[config.mk]
export PLATFORM = sky130hd
export DESIGN_NAME = stcc_term_cal_ctrl
export DESIGN_NICKNAME = d
export VERILOG_FILES = /design/src/stcc_pkg.sv /design/src/stcc_cal_engine.sv /design/src/stcc_term_cal_ctrl.sv
export SDC_FILE = /design/constraint.sdc
export NUM_CORES = 1
export LEC_CHECK = 0
export BUFFER_PORTS_ARGS = -buffer_cell sky130_fd_sc_hd__buf_2
export CORE_AREA = 2 2 94 96
export DETAILED_ROUTE_END_ITERATION = 10
export DIE_AREA = 0 0 96 98
export PLACE_DENSITY_LB_ADDON = 0.08
export RECOVER_POWER = 25
export SLEW_MARGIN = 20
export SYNTH_ARGS = -nofsm -noshare
export SYNTH_HDL_FRONTEND = slang
export SYNTH_SLANG_ARGS = --single-unit
[constraint.sdc]
create_clock -name REF_CLK -period 3.3 [get_ports REF_CLK]
set_clock_uncertainty 0.2 [all_clocks]
set_input_delay 0.66 -clock REF_CLK [delete_from_list [all_inputs] [get_ports REF_CLK]]
set_output_delay 0.66 -clock REF_CLK [all_outputs]
set_load 0.05 [all_outputs]
[src/stcc_pkg.sv]
package stcc_pkg;

    // Reference clock period and calibration settle time.
    localparam int REF_CLK_PERIOD_NS = 20;
    localparam int CAL_SETTLE_NS = 200;
    localparam int CAL_SETTLE_CYC = (CAL_SETTLE_NS + REF_CLK_PERIOD_NS - 1) / REF_CLK_PERIOD_NS;
    localparam logic [3:0] SETTLE_CNT_LAST = 4'(CAL_SETTLE_CYC - 1);

    // Register offsets on the serial configuration port.
    localparam logic [14:0] ADDR_TRIG_A = 15'h02A7;
    localparam logic [14:0] ADDR_OVR_A = 15'h02A8;
    localparam logic [14:0] ADDR_RB_A = 15'h02AC;
    localparam logic [14:0] ADDR_TRIG_B = 15'h02AE;
    localparam logic [14:0] ADDR_OVR_B = 15'h02AF;
    localparam logic [14:0] ADDR_RB_B = 15'h02B3;

    // Field layout and reset values.
    localparam int TRIG_BIT = 0;
    localparam int OVR_EN_BIT = 4;
    localparam int OVR_CODE_MSB = 3;
    localparam int OVR_CODE_LSB = 1;
    localparam int CODE_W = 3;
    localparam logic TRIG_RESET = 1'b0;
    localparam logic [7:0] OVR_RESET = 8'h00;
    localparam logic [7:0] READ_UNMAPPED = 8'h00;

    // Lane grouping: a set bit puts the lane in group A.
    localparam int NUM_LANES = 8;
    localparam logic [7:0] GROUP_A_LANE_MASK = 8'hC3;

    // Serial frame: read flag, 15-bit address, 8 data bits, MSB first.
    localparam int SPI_RD_BIT = 15;
    localparam logic [4:0] SPI_INSTR_LAST = 5'h0F;
    localparam logic [4:0] SPI_FRAME_LAST = 5'h17;
    localparam logic [4:0] SPI_FRAME_END = 5'h18;

    // Successive approximation of the 3-bit code.
    localparam logic [2:0] CAL_FIRST_TRIAL = 3'h4;
    localparam logic [1:0] CAL_MSB_IDX = 2'h2;
    localparam logic [2:0] CAL_CODE_RESET = 3'h0;

    typedef enum logic [1:0] {CAL_IDLE, CAL_SETTLE, CAL_DECIDE} stcc_cal_state_t;

endpackage

[src/stcc_cal_engine.sv]
`timescale 1ns/1ps
module stcc_cal_engine (
    // Clock and reset
    input wire logic clk,
    input wire logic rst,
    // Trigger level from the register bank
    input wire logic trig,
    // Termination comparator from the analog side
    input wire logic cmp_raw,
    // Result
    output logic [2:0] code,
    output logic done,
    output logic busy
);
    stcc_pkg::stcc_cal_state_t state_r, state_nxt;
    logic trig_prev_r, trig_prev_nxt;
    logic cmp_s1_r, cmp_s2_r;
    logic [2:0] code_r, code_nxt;
    logic [1:0] idx_r, idx_nxt;
    logic [3:0] cnt_r, cnt_nxt;
    logic done_r, done_nxt;
    logic start;

    assign start = trig & ~trig_prev_r;

    // Each trial bit settles, then the comparator decides whether it stays.
    always_comb begin
        state_nxt = state_r;
        trig_prev_nxt = trig;
        code_nxt = code_r;
        idx_nxt = idx_r;
        cnt_nxt = cnt_r;
        done_nxt = done_r;
        if (start) begin
            state_nxt = stcc_pkg::CAL_SETTLE;
            code_nxt = stcc_pkg::CAL_FIRST_TRIAL;
            idx_nxt = stcc_pkg::CAL_MSB_IDX;
            cnt_nxt = 4'h0;
            done_nxt = 1'b0;
        end else begin
            unique case (state_r)
                stcc_pkg::CAL_IDLE: begin
                end
                stcc_pkg::CAL_SETTLE: begin
                    if (cnt_r == stcc_pkg::SETTLE_CNT_LAST) begin
                        state_nxt = stcc_pkg::CAL_DECIDE;
                    end else begin
                        cnt_nxt = cnt_r + 4'h1;
                    end
                end
                stcc_pkg::CAL_DECIDE: begin
                    if (!cmp_s2_r) begin
                        code_nxt[idx_r] = 1'b0;
                    end
                    if (idx_r == 2'h0) begin
                        state_nxt = stcc_pkg::CAL_IDLE;
                        done_nxt = 1'b1;
                    end else begin
                        code_nxt[idx_r - 2'h1] = 1'b1;
                        idx_nxt = idx_r - 2'h1;
                        cnt_nxt = 4'h0;
                        state_nxt = stcc_pkg::CAL_SETTLE;
                    end
                end
                default: begin
                    state_nxt = stcc_pkg::CAL_IDLE;
                end
            endcase
        end
    end

    always_ff @(posedge clk) begin
        if (rst) begin
            state_r <= stcc_pkg::CAL_IDLE;
            trig_prev_r <= stcc_pkg::TRIG_RESET;
            code_r <= stcc_pkg::CAL_CODE_RESET;
            idx_r <= 2'h0;
            cnt_r <= 4'h0;
            done_r <= 1'b0;
            cmp_s1_r <= 1'b0;
            cmp_s2_r <= 1'b0;
        end else begin
            state_r <= state_nxt;
            trig_prev_r <= trig_prev_nxt;
            code_r <= code_nxt;
            idx_r <= idx_nxt;
            cnt_r <= cnt_nxt;
            done_r <= done_nxt;
            cmp_s1_r <= cmp_raw;
            cmp_s2_r <= cmp_s1_r;
        end
    end

    assign code = code_r;
    assign done = done_r;
    assign busy = (state_r != stcc_pkg::CAL_IDLE);
endmodule

[src/stcc_term_cal_ctrl.sv]
`timescale 1ns/1ps
module stcc_term_cal_ctrl (
    // Clock and reset
    input wire logic REF_CLK,
    input wire logic RST,
    // Serial configuration port
    input wire logic SPI_SCLK,
    input wire logic SPI_CS_N,
    input wire logic SPI_SDI,
    output logic SPI_SDO_O,
    output logic SPI_SDO_OE,
    // Termination comparators, one per group
    input wire logic CAL_CMP_A,
    input wire logic CAL_CMP_B,
    // Applied termination code, three bits per lane, lane 0 lowest
    output logic [23:0] LANE_TERM_CODE,
    output logic [1:0] GROUP_CAL_BUSY
);
    logic sclk_s1_r, sclk_s2_r, sclk_d_r;
    logic cs_s1_r, cs_s2_r;
    logic sdi_s1_r, sdi_s2_r;
    logic sclk_rise, sclk_fall, cs_active;
    logic [4:0] bit_cnt_r, bit_cnt_nxt;
    logic [15:0] shift_r, shift_nxt, shift_in;
    logic rd_r, rd_nxt;
    logic [14:0] addr_r, addr_nxt;
    logic [7:0] sdo_shift_r, sdo_shift_nxt;
    logic sdo_r, sdo_nxt, oe_r, oe_nxt;
    logic trig_a_r, trig_a_nxt, trig_b_r, trig_b_nxt;
    logic [7:0] ovr_a_r, ovr_a_nxt, ovr_b_r, ovr_b_nxt;
    logic [7:0] read_data;
    logic [2:0] cal_code_a, cal_code_b;
    logic cal_done_a, cal_done_b, cal_busy_a, cal_busy_b;
    logic [3:0] rb_a, rb_b;
    logic [2:0] term_a, term_b;
    logic [23:0] lane_r, lane_nxt;

    function automatic logic [2:0] term_select(input logic [7:0] ovr, input logic [2:0] cal);
        if (ovr[stcc_pkg::OVR_EN_BIT]) begin
            term_select = ovr[stcc_pkg::OVR_CODE_MSB:stcc_pkg::OVR_CODE_LSB];
        end else begin
            term_select = cal;
        end
    endfunction

    stcc_cal_engine u_cal_a (
        .clk(REF_CLK),
        .rst(RST),
        .trig(trig_a_r),
        .cmp_raw(CAL_CMP_A),
        .code(cal_code_a),
        .done(cal_done_a),
        .busy(cal_busy_a)
    );

    stcc_cal_engine u_cal_b (
        .clk(REF_CLK),
        .rst(RST),
        .trig(trig_b_r),
        .cmp_raw(CAL_CMP_B),
        .code(cal_code_b),
        .done(cal_done_b),
        .busy(cal_busy_b)
    );

    // Readback nibble: done flag above the calibrated code.
    assign rb_a = {cal_done_a, cal_code_a};
    assign rb_b = {cal_done_b, cal_code_b};

    // The serial clock edges are found only on the second synchroniser stage.
    assign sclk_rise = sclk_s2_r & ~sclk_d_r;
    assign sclk_fall = ~sclk_s2_r & sclk_d_r;
    assign cs_active = ~cs_s2_r;
    assign shift_in = {shift_r[14:0], sdi_s2_r};

    always_comb begin
        unique case (shift_in[14:0])
            stcc_pkg::ADDR_TRIG_A: read_data = {7'h00, trig_a_r};
            stcc_pkg::ADDR_OVR_A: read_data = ovr_a_r;
            stcc_pkg::ADDR_RB_A: read_data = {4'h0, rb_a};
            stcc_pkg::ADDR_TRIG_B: read_data = {7'h00, trig_b_r};
            stcc_pkg::ADDR_OVR_B: read_data = ovr_b_r;
            stcc_pkg::ADDR_RB_B: read_data = {4'h0, rb_b};
            default: read_data = stcc_pkg::READ_UNMAPPED;
        endcase
    end

    always_comb begin
        bit_cnt_nxt = bit_cnt_r;
        shift_nxt = shift_r;
        rd_nxt = rd_r;
        addr_nxt = addr_r;
        sdo_shift_nxt = sdo_shift_r;
        sdo_nxt = sdo_r;
        oe_nxt = oe_r;
        trig_a_nxt = trig_a_r;
        trig_b_nxt = trig_b_r;
        ovr_a_nxt = ovr_a_r;
        ovr_b_nxt = ovr_b_r;
        if (!cs_active) begin
            bit_cnt_nxt = 5'h00;
            oe_nxt = 1'b0;
        end else if (sclk_rise && bit_cnt_r != stcc_pkg::SPI_FRAME_END) begin
            shift_nxt = shift_in;
            bit_cnt_nxt = bit_cnt_r + 5'h01;
            if (bit_cnt_r == stcc_pkg::SPI_INSTR_LAST) begin
                rd_nxt = shift_in[stcc_pkg::SPI_RD_BIT];
                addr_nxt = shift_in[14:0];
                sdo_shift_nxt = read_data;
            end else if (bit_cnt_r == stcc_pkg::SPI_FRAME_LAST && !rd_r) begin
                unique case (addr_r)
                    stcc_pkg::ADDR_TRIG_A: trig_a_nxt = shift_in[stcc_pkg::TRIG_BIT];
                    stcc_pkg::ADDR_OVR_A: ovr_a_nxt = shift_in[7:0];
                    stcc_pkg::ADDR_TRIG_B: trig_b_nxt = shift_in[stcc_pkg::TRIG_BIT];
                    stcc_pkg::ADDR_OVR_B: ovr_b_nxt = shift_in[7:0];
                    default: begin
                    end
                endcase
            end
        end else if (sclk_fall && rd_r && bit_cnt_r > stcc_pkg::SPI_INSTR_LAST
                     && bit_cnt_r != stcc_pkg::SPI_FRAME_END) begin
            sdo_nxt = sdo_shift_r[7];
            sdo_shift_nxt = {sdo_shift_r[6:0], 1'b0};
            oe_nxt = 1'b1;
        end
    end

    always_ff @(posedge REF_CLK) begin
        if (RST) begin
            sclk_s1_r <= 1'b0;
            sclk_s2_r <= 1'b0;
            sclk_d_r <= 1'b0;
            cs_s1_r <= 1'b1;
            cs_s2_r <= 1'b1;
            sdi_s1_r <= 1'b0;
            sdi_s2_r <= 1'b0;
        end else begin
            sclk_s1_r <= SPI_SCLK;
            sclk_s2_r <= sclk_s1_r;
            sclk_d_r <= sclk_s2_r;
            cs_s1_r <= SPI_CS_N;
            cs_s2_r <= cs_s1_r;
            sdi_s1_r <= SPI_SDI;
            sdi_s2_r <= sdi_s1_r;
        end
    end

    always_ff @(posedge REF_CLK) begin
        if (RST) begin
            bit_cnt_r <= 5'h00;
            shift_r <= 16'h0000;
            rd_r <= 1'b0;
            addr_r <= 15'h0000;
            sdo_shift_r <= 8'h00;
            sdo_r <= 1'b0;
            oe_r <= 1'b0;
            trig_a_r <= stcc_pkg::TRIG_RESET;
            trig_b_r <= stcc_pkg::TRIG_RESET;
            ovr_a_r <= stcc_pkg::OVR_RESET;
            ovr_b_r <= stcc_pkg::OVR_RESET;
        end else begin
            bit_cnt_r <= bit_cnt_nxt;
            shift_r <= shift_nxt;
            rd_r <= rd_nxt;
            addr_r <= addr_nxt;
            sdo_shift_r <= sdo_shift_nxt;
            sdo_r <= sdo_nxt;
            oe_r <= oe_nxt;
            trig_a_r <= trig_a_nxt;
            trig_b_r <= trig_b_nxt;
            ovr_a_r <= ovr_a_nxt;
            ovr_b_r <= ovr_b_nxt;
        end
    end

    assign term_a = term_select(ovr_a_r, cal_code_a);
    assign term_b = term_select(ovr_b_r, cal_code_b);

    always_comb begin
        lane_nxt = lane_r;
        for (int i = 0; i < stcc_pkg::NUM_LANES; i++) begin
            if (stcc_pkg::GROUP_A_LANE_MASK[i]) begin
                lane_nxt[i*stcc_pkg::CODE_W +: stcc_pkg::CODE_W] = term_a;
            end else begin
                lane_nxt[i*stcc_pkg::CODE_W +: stcc_pkg::CODE_W] = term_b;
            end
        end
    end

    always_ff @(posedge REF_CLK) begin
        if (RST) begin
            lane_r <= 24'h000000;
        end else begin
            lane_r <= lane_nxt;
        end
    end

    assign LANE_TERM_CODE = lane_r;
    assign GROUP_CAL_BUSY = {cal_busy_b, cal_busy_a};
    assign SPI_SDO_O = sdo_r;
    assign SPI_SDO_OE = oe_r;
endmodule

; ---- Word-level counts from Yosys, hierarchy flattened
; Index checks and enable logic that the tools add are counted.
; W data, S select, Z words.
[word_totals]
regBits = 125
[op_classes]
n_mux = 46
n_bitwise = 21
reduce_logical = 45
n_eq_ne = 32
add_sub_neg = 5
magnitude_cmp = 9
[ops]
columns = cell, n
row1 = $eq A15 B10 Y1 const B, 10
row2 = $pmux W8 S6, 1
row3 = $mux W3, 14
row4 = $mux W8, 3
row5 = $reduce_and A2 Y1, 12
row6 = $reduce_and A5 Y1, 4
row7 = $mux W2, 8
row8 = $mux W4, 4
row9 = $pmux W4 S2, 2
row10 = $reduce_and A3 Y1, 5
row11 = $ne A2 B1 Y1 const B, 7
row12 = $reduce_bool A2 Y1, 7
row13 = $lt A2 B3 Y1 const B, 4
row14 = $pmux W2 S3, 2
row15 = $not A1 Y1, 11
row16 = $logic_and A1 B1 Y1, 9
row17 = $add A4 B1 Y4 const B, 2
row18 = $demux W1 S2, 4
row19 = $eq A4 B4 Y1 const B, 2
row20 = $ge A2 B1 Y1 const B, 4
row21 = $logic_not A2 Y1, 4
row22 = $mux W1, 8
row23 = $ne A2 B2 Y1 const B, 4
row24 = $and A3 B3 Y3, 2
row25 = 14 further kinds, 25

; ---- Longest topological paths before layout
; Gate-level depths: netlist (run 1).
[depth]
ltp_word = 13
mapped_depth = 9
mapped_depth_nobuf = 8

; ---- By module
; A second synthesis (run 1) with hierarchy kept.
[hier_totals]
hier_cells = 498
area_unflattened_um2 = 4857.2
[by_module_without_submodules]
columns = module, cells_per_inst, seq_area_each_um2, instances, area_each_um2
row1 = stcc_term_cal_ctrl, 364, 1541.5, 1, 3533.4
row2 = stcc_cal_engine, 67, 300.3, 2, 661.9

; ---- Least setup slack after synthesis (run 1)
; OpenSTA, ideal clock, no wires.
[synth_timing]
kind = register to register
start = reg bit_cnt_r[0]
end = reg sdo_shift_r[3]
t_arrival_ns = 1.934
synth_period_minus_slack_ns = 2.265
required_ns = 2.969
path_slack_ns = 1.035
stages_incl_launch_ff = 10
setup_ns = 0.131
n_path_buf = 1
path_cell_list = dfxtp_1 -> ha_1 -> and3_1 -> ha_1 -> nand4bb_1 -> a31o_2 -> a21o_1 -> buf_6 -> a32oi_1 -> o21ai_1
[synth_via]
elab_chain_len = 5
word_cells_on_any_way = 10
classes_between = 1 x order compare / 3 x eq/ne / 1 x mux / 5 x reduce/logical
[synth_lines]
columns = element, line
row1 = "start, declared", stcc_term_cal_ctrl.sv:23  ; logic [4:0] bit_cnt_r, bit_cnt_nxt;
row2 = "start signal, assigned", stcc_term_cal_ctrl.sv:162  ; bit_cnt_r <= bit_cnt_nxt;
row3 = $gt A5 B4 Y1, stcc_term_cal_ctrl.sv:120  ; end else if (sclk_fall && rd_r && bit_cnt_r > stcc_pkg::SPI_INSTR_LAST
row4 = $logic_and A1 B1 Y1, stcc_term_cal_ctrl.sv:120
row5 = $logic_and A1 B1 Y1, stcc_term_cal_ctrl.sv:121  ; && bit_cnt_r != stcc_pkg::SPI_FRAME_END) begin
row6 = $reduce_bool A2 Y1 (no line), --
row7 = $reduce_and A3 Y1 (no line), --
row8 = "end signal, assigned", stcc_term_cal_ctrl.sv:166  ; sdo_shift_r <= sdo_shift_nxt;
row9 = "end, declared", stcc_term_cal_ctrl.sv:27  ; logic [7:0] sdo_shift_r, sdo_shift_nxt;
; Parallel ways exist; a longest one is shown, timed or not.
; A chain may end at the register's enable or synchronous reset.

; ---- Worst setup path in the final report (run 1)
[layout_timing]
start = reg bit_cnt_r[0]
end = reg ovr_a_r[1]
[layout_via]
elab_chain_len = 3
word_cells_on_any_way = 7
classes_between = 3 x eq/ne / 1 x bitwise / 3 x reduce/logical
[layout_lines]
columns = element, line
row1 = $ne A5 B5 Y1 (tied with other cells), stcc_term_cal_ctrl.sv:103  ; end else if (sclk_rise && bit_cnt_r != stcc_pkg::SPI_FRAME_END) begin
row2 = $logic_and A1 B1 Y1 (tied with other cells), stcc_term_cal_ctrl.sv:103
row3 = $reduce_and A5 Y1 (no line) (*), --
row4 = "end signal, assigned", stcc_term_cal_ctrl.sv:159  ; ovr_a_r <= stcc_pkg::OVR_RESET;
row5 = "end signal, assigned", stcc_term_cal_ctrl.sv:171  ; ovr_a_r <= ovr_a_nxt;
row6 = "end, declared", stcc_term_cal_ctrl.sv:30  ; logic [7:0] ovr_a_r, ovr_a_nxt, ovr_b_r, ovr_b_nxt;
; Mark *: on every way between the ends. The rest lies on a longest branch, timed or not.

==> results.sh, run 1 <==
export IMPL_period_share_pct=76.2
export IMPL_post_cts_resize_count=0
export IMPL_die_x_um=96
export IMPL_initial_utilization_pct=58.2
export IMPL_totalNegativeSetupSlack_ns=0
export IMPL_ant_nets=0
export IMPL_synth_top_cell_area_share_pct=43.5
export IMPL_io_pins=35
export IMPL_globalRouteTotalUtil_pct=21.1
export IMPL_synth_area_leaders="dfxtp_1 43%, mux2i_1 11%, nor2_1 5.9%"
export IMPL_grt_pass1_vias=3297
export IMPL_crit_fanout=8
export IMPL_synth_edf_count=0
export IMPL_worstSetupEndpointType="flop"
export IMPL_drc=0
export IMPL_fin_crit_ns=2.51
export IMPL_h_tree_depth=3
export IMPL_drt_iter0_drc=162
export IMPL_fmax_mhz=398
export IMPL_synthArstFlopShare_pct=0
export IMPL_cap_violations=0
export IMPL_synthFlopType="dfxtp_1"
export IMPL_cts_sinks=107
export IMPL_cts_root_buffer_cell="clkbuf_8"
export IMPL_port_buffers=34
export IMPL_yosys_top_cells_count="107 x dfxtp_1, 78 x nor2_1, 53 x mux2i_1"
export IMPL_postSynthAreaPerCell_um2=9.63
export IMPL_finalMaxSlewViolations=0
export IMPL_leakage_uw=0.00192
export IMPL_ys_seq_area_share_pct=43.5
export IMPL_syn_to_final_growth_pct=3.81
export IMPL_n_antenna_cell=0
export IMPL_clk_path_buf_depth=2
export IMPL_slew_headroom_pct=16.2
export IMPL_fp_dieH_um=98
export IMPL_rows=34
export IMPL_coreArea_um2=8470
export IMPL_grt_antenna_before_repair=0
export IMPL_clk_latency_ns=0.36
export IMPL_cp_data_arrival_time_ns=2.52
export IMPL_worst_pin_slew_ns=1.26
export IMPL_power_density_nw_per_um2=418
export IMPL_grt_max_degree=68
export IMPL_peakVddDrop_v=0.000223
export IMPL_cts_setup_buffers=0
export IMPL_yosysMostFrequentCell="dfxtp_1"
export IMPL_synth_area_leader_cell="dfxtp_1"
export IMPL_rsz0062_at_grt="false"
export IMPL_viasPerCell=5.62
export IMPL_hold_slack_ns=0.224
export IMPL_cts_hold_buffers=0
export IMPL_syn_nets=532
export IMPL_synth_cell_area_um2=4930
export IMPL_clk_pin_slew_ns=0.09
export IMPL_wl_per_cell_um=14.8
export IMPL_fin_nets=534
export IMPL_vias=3524
export IMPL_die_area_um2=9410
export IMPL_synth_ff_latch_count=107
export IMPL_fill_cells=739
export IMPL_r2r_slack_ns=0.79
export IMPL_yosysUniqueCellTypes=66
export IMPL_yosys_warnings=0
export IMPL_wl_mm=9.26
export IMPL_firstDrtPassIters=4
export IMPL_gp_congestion=0.877
export IMPL_outcome="finished clean"
export IMPL_final_hold_viol_count=0
export IMPL_cts_buffers=9
export IMPL_detailed_place_hpwl_mm=6.55
export IMPL_finalSetupViolCount=0
export IMPL_drive_gt1_share_pct=14.8
export IMPL_critPathRequiredTime_ns=3.30
export IMPL_synthCells=512
export IMPL_critPathKind="flop to flop"
export IMPL_grt_ovfl_total=0
export IMPL_grt_pass1_wl_mm=15.9
export IMPL_hold_path_class="flop to flop"
export IMPL_startpoint_type="flop"
export IMPL_cts_tree="yes"
-- path summary, 6_finish.rpt --
kind,startpoint,end,cells past startpoint
max,bit_cnt_r[0]$_SDFFE_PP0P_,ovr_a_r[1]$_SDFFE_PP0P_,8
min,cs_s1_r$_SDFF_PP1_,cs_s2_r$_SDFF_PP1_,1
max reg2reg,bit_cnt_r[0]$_SDFFE_PP0P_,ovr_a_r[1]$_SDFFE_PP0P_,8
min reg2reg,cs_s1_r$_SDFF_PP1_,cs_s2_r$_SDFF_PP1_,1
-- flip-flops by register name (all words and copies together) (netlist names), 4 cells and up --
signal          cells
shift_r            15
bit_cnt_r           5
u_cal_b.cnt_r       4
addr_r             15
u_cal_a.cnt_r       4
LANE_TERM_CODE      6
sdo_shift_r         8
ovr_a_r             8
ovr_b_r             8
-- worst max-delay path, stage by stage (launching register included) --
cell     delay (ns)
dfxtp_1        0.37
ha_1           0.25
and3_1         0.20
ha_1           0.24
nor3_1         0.14
and4_1         0.27
nand4_2        0.35
mux2i_1        0.28
nor2_1         0.06
-- area by class of cell --
type | count | area, um^2 | share of cell area, %
clock buffers | 12 | 155 | 3.03
clock inverters | 4 | 25.0 | 0.489
inverters | 19 | 71.3 | 1.39
multi-input cells | 340 | 2400 | 46.9
flip-flops and latches | 107 | 2140 | 41.9
well taps | 108 | 135 | 2.64
repair buffers | 37 | 189 | 3.69
-- cells in the final DEF, fill, tap and decap left out, drive strengths merged, types with 6 or more instances in the layout --
master and count:
dfxtp 107, nor2 78, mux2i 53, buf 35, o21ai 25, inv 19
nand2 19, a21oi 18, nor2b 14, clkbuf 14, ha 13, nand3 11
a221oi 7, nand4 7, nand2b 6, nor4 6
-- logic make-up (layout without fill, tap and decap cells) --
family / after synthesis / after routing / synth area share [%]
AO/OA/AOI/OAI: 77 / 77 / 10.9
XOR/XNOR: 6 / 6 / 1.07
adder cells (fa/ha/maj): 13 / 13 / 3.30
buffers and inverters: 65 / 72 / 7.97
flip-flops: 107 / 107 / 43.5
multiplexers: 56 / 56 / 11.4
AND/OR/NAND/NOR: 188 / 188 / 21.8
-- per-layer routing --
layer  vias up  GRT usage (%)  routed length, um
met5         -              0                  0
met4         0           6.59                104
met3         8           3.94                329
met2        53           31.8               4180
met1      1672           30.6               4640
li1       1791              -                  -
-- metrics by stage --
stage	setup WS, ns	instance area, um^2	power (uW)	util (%)	std cells
6_report	0.785	5120	2140	60.4	627
5_1_grt	0.612	5120	2230	60.4	627
4_1_cts	0.803	5120	2160	60.5	627
2_1_floorplan	1.04	4930	1420	-	512
3_5_place_dp	0.821	4940	1440	58.4	611
3_3_place_gp	0.880	4940	1440	58.4	611
-- report_power, final --
group          total [uW]  internal, uW  switching [uW]
logic                92.1          30.8            61.3
registers            1310          1300            10.6
clock network         731           314             418
Note: power is estimated with default switching activity, not from simulation.
==> run 2: changes to the inputs <==
CORE_AREA = 2 2 99 101   (was 2 2 94 96)
DIE_AREA = 0 0 101 103   (was 0 0 96 98)
clock period = 2.3 ns   (was 3.3 ns; I/O delays follow)
==> run 2 against run 1 <==
Net effect:
- clock-buffer cell count unchanged
- largest cell class unchanged
- cell count is 5.3% higher
- largest power group unchanged
- register-to-register slack lost 0.73 ns
- sequential cell count stayed put
==> results.sh, run 2 (same netlist as run 1, synthesis figures left out) <==
export IMPL_finalMaxSlewViolations=0
export IMPL_cts_root_buffer_cell="clkbuf_8"
export IMPL_port_buffers=34
export IMPL_grt_ovfl_total=0
export IMPL_globalRouteTotalUtil_pct=19.7
export IMPL_final_area_um2=5410
export IMPL_finalSetupViolCount=0
export IMPL_worstSetupEndpointType="flop"
export IMPL_cts_sinks=107
export IMPL_die_x_um=101
export IMPL_fin_nets=565
export IMPL_drive_gt1_share_pct=20.5
export IMPL_detailed_place_hpwl_mm=7.01
export IMPL_clk_pin_slew_ns=0.09
export IMPL_critPathKind="flop to flop"
export IMPL_grt_pass1_wl_mm=16.2
export IMPL_reg_top3="addr_r x15, shift_r x15"
export IMPL_layout_commonest_cell="dfxtp_1"
export IMPL_fin_crit_ns=2.24
export IMPL_cp_top_family="simple AND/OR/NAND/NOR gates"
export IMPL_grt_antenna_before_repair=0
export IMPL_viasPerCell=5.44
export IMPL_vias=3591
export IMPL_gp_congestion=0.917
export IMPL_path_buf_inv=1
export IMPL_outcome="finished clean"
export IMPL_fmax_mhz=446
export IMPL_initial_utilization_pct=52.1
export IMPL_worst_pin_slew_ns=0.613
export IMPL_cp_data_arrival_time_ns=2.27
export IMPL_wl_mm=9.95
export IMPL_placed_cells=642
export IMPL_hold_path_class="input pin to flop"
export IMPL_drt_iter0_drc=157
export IMPL_cts_hold_buffers=0
export IMPL_peakVddDrop_v=0.000277
export IMPL_stdcell_count=660
export IMPL_leakage_uw=0.00209
export IMPL_wl_per_cell_um=15.1
export IMPL_cts_tree="yes"
export IMPL_slowest_delay_ns=0.32
export IMPL_power_density_nw_per_um2=559
export IMPL_crit_slowest_cell="dfxtp_1"
export IMPL_timing_final_ws_setup_ns=0.0566
export IMPL_coreArea_um2=9460
export IMPL_drc=0
export IMPL_cap_violations=0
export IMPL_grt_pass1_vias=3277
export IMPL_startpoint_type="flop"
export IMPL_ant_nets=0
export IMPL_rows=36
export IMPL_place_ws_ns=-0.0520
export IMPL_syn_to_final_growth_pct=9.85
export IMPL_critPathRequiredTime_ns=2.33
export IMPL_slew_headroom_pct=59.2
export IMPL_totalNegativeSetupSlack_ns=0
export IMPL_period_share_pct=97.5
export IMPL_crit_fanout=8
export IMPL_grt_max_degree=45
export IMPL_hold_slack_ns=0.0849
export IMPL_clk_latency_ns=0.36
export IMPL_fp_dieH_um=103
export IMPL_n_antenna_cell=0
export IMPL_h_tree_depth=3
export IMPL_die_area_um2=10400
export IMPL_cts_buffers=9
export IMPL_clk_path_buf_depth=2
export IMPL_firstDrtPassIters=4
export IMPL_placed_cell_area_um2=5160
export IMPL_layout_common_cells="107 x dfxtp_1, 78 x nor2_1, 52 x mux2i_1, 33 x buf_2, 31 x buf_4"
export IMPL_io_pins=35
export IMPL_final_hold_viol_count=0
export IMPL_cp_cell_sequence="ha_1 -> and3_4 -> ha_4 -> nor3_2 -> and4_1 -> nand4_2 -> buf_12 -> mux2i_2 -> nor2_1"
run 2: what timing repair did:
item	4_1_cts	5_1_grt
endpoints found under the setup margin	7	29
resized for setup	3	9
buffers inserted	1	5
pin swaps	0	8
run 2: power breakdown:
group	leakage [uW]	switching (uW)	internal, uW
clock	0.0000803	570	431
combinational	0.00114	92.5	48.7
sequential	0.000864	15.0	1870
total	0.00209	677	2350
run 2: path summary, 6_finish.rpt:
kind	startpoint	to	slack, ns	depth (start not counted)
setup / recovery	bit_cnt_r[0]$_SDFFE_PP0P_	ovr_b_r[0]$_SDFFE_PP0P_	0.06	9
setup reg to reg	bit_cnt_r[0]$_SDFFE_PP0P_	ovr_b_r[0]$_SDFFE_PP0P_	0.06	9
hold reg to reg	cs_s1_r$_SDFF_PP1_	cs_s2_r$_SDFF_PP1_	0.21	1
hold / removal	SPI_CS_N	cs_s1_r$_SDFF_PP1_	0.08	2
run 2: cell type report:
cell class                 instances  area (um^2)
fill                             860         4050
sequential                       107         2140
clock buffer                      12          155
multi-input combinational        340         2450
tap                              114          143
timing repair buffer              68          453
inverter                          19         71.3
run 2: per-layer routing:
layer / GRT usage [%] / vias up / wire, um
met1: 28.7 / 1688 / 5190
met3: 2.64 / 9 / 267
met4: 7.69 / 0 / 126
met5: 0 / - / 0
li1: - / 1835 / -
met2: 29.6 / 59 / 4370
run 2: stage by stage:
step	power [uW]	utilization [%]
final	3030	57.2
after global routing	3140	57.2
after CTS	3060	56.4
after detailed placement	2070	54.6
after global placement	2060	54.6
after floorplan	2040	-
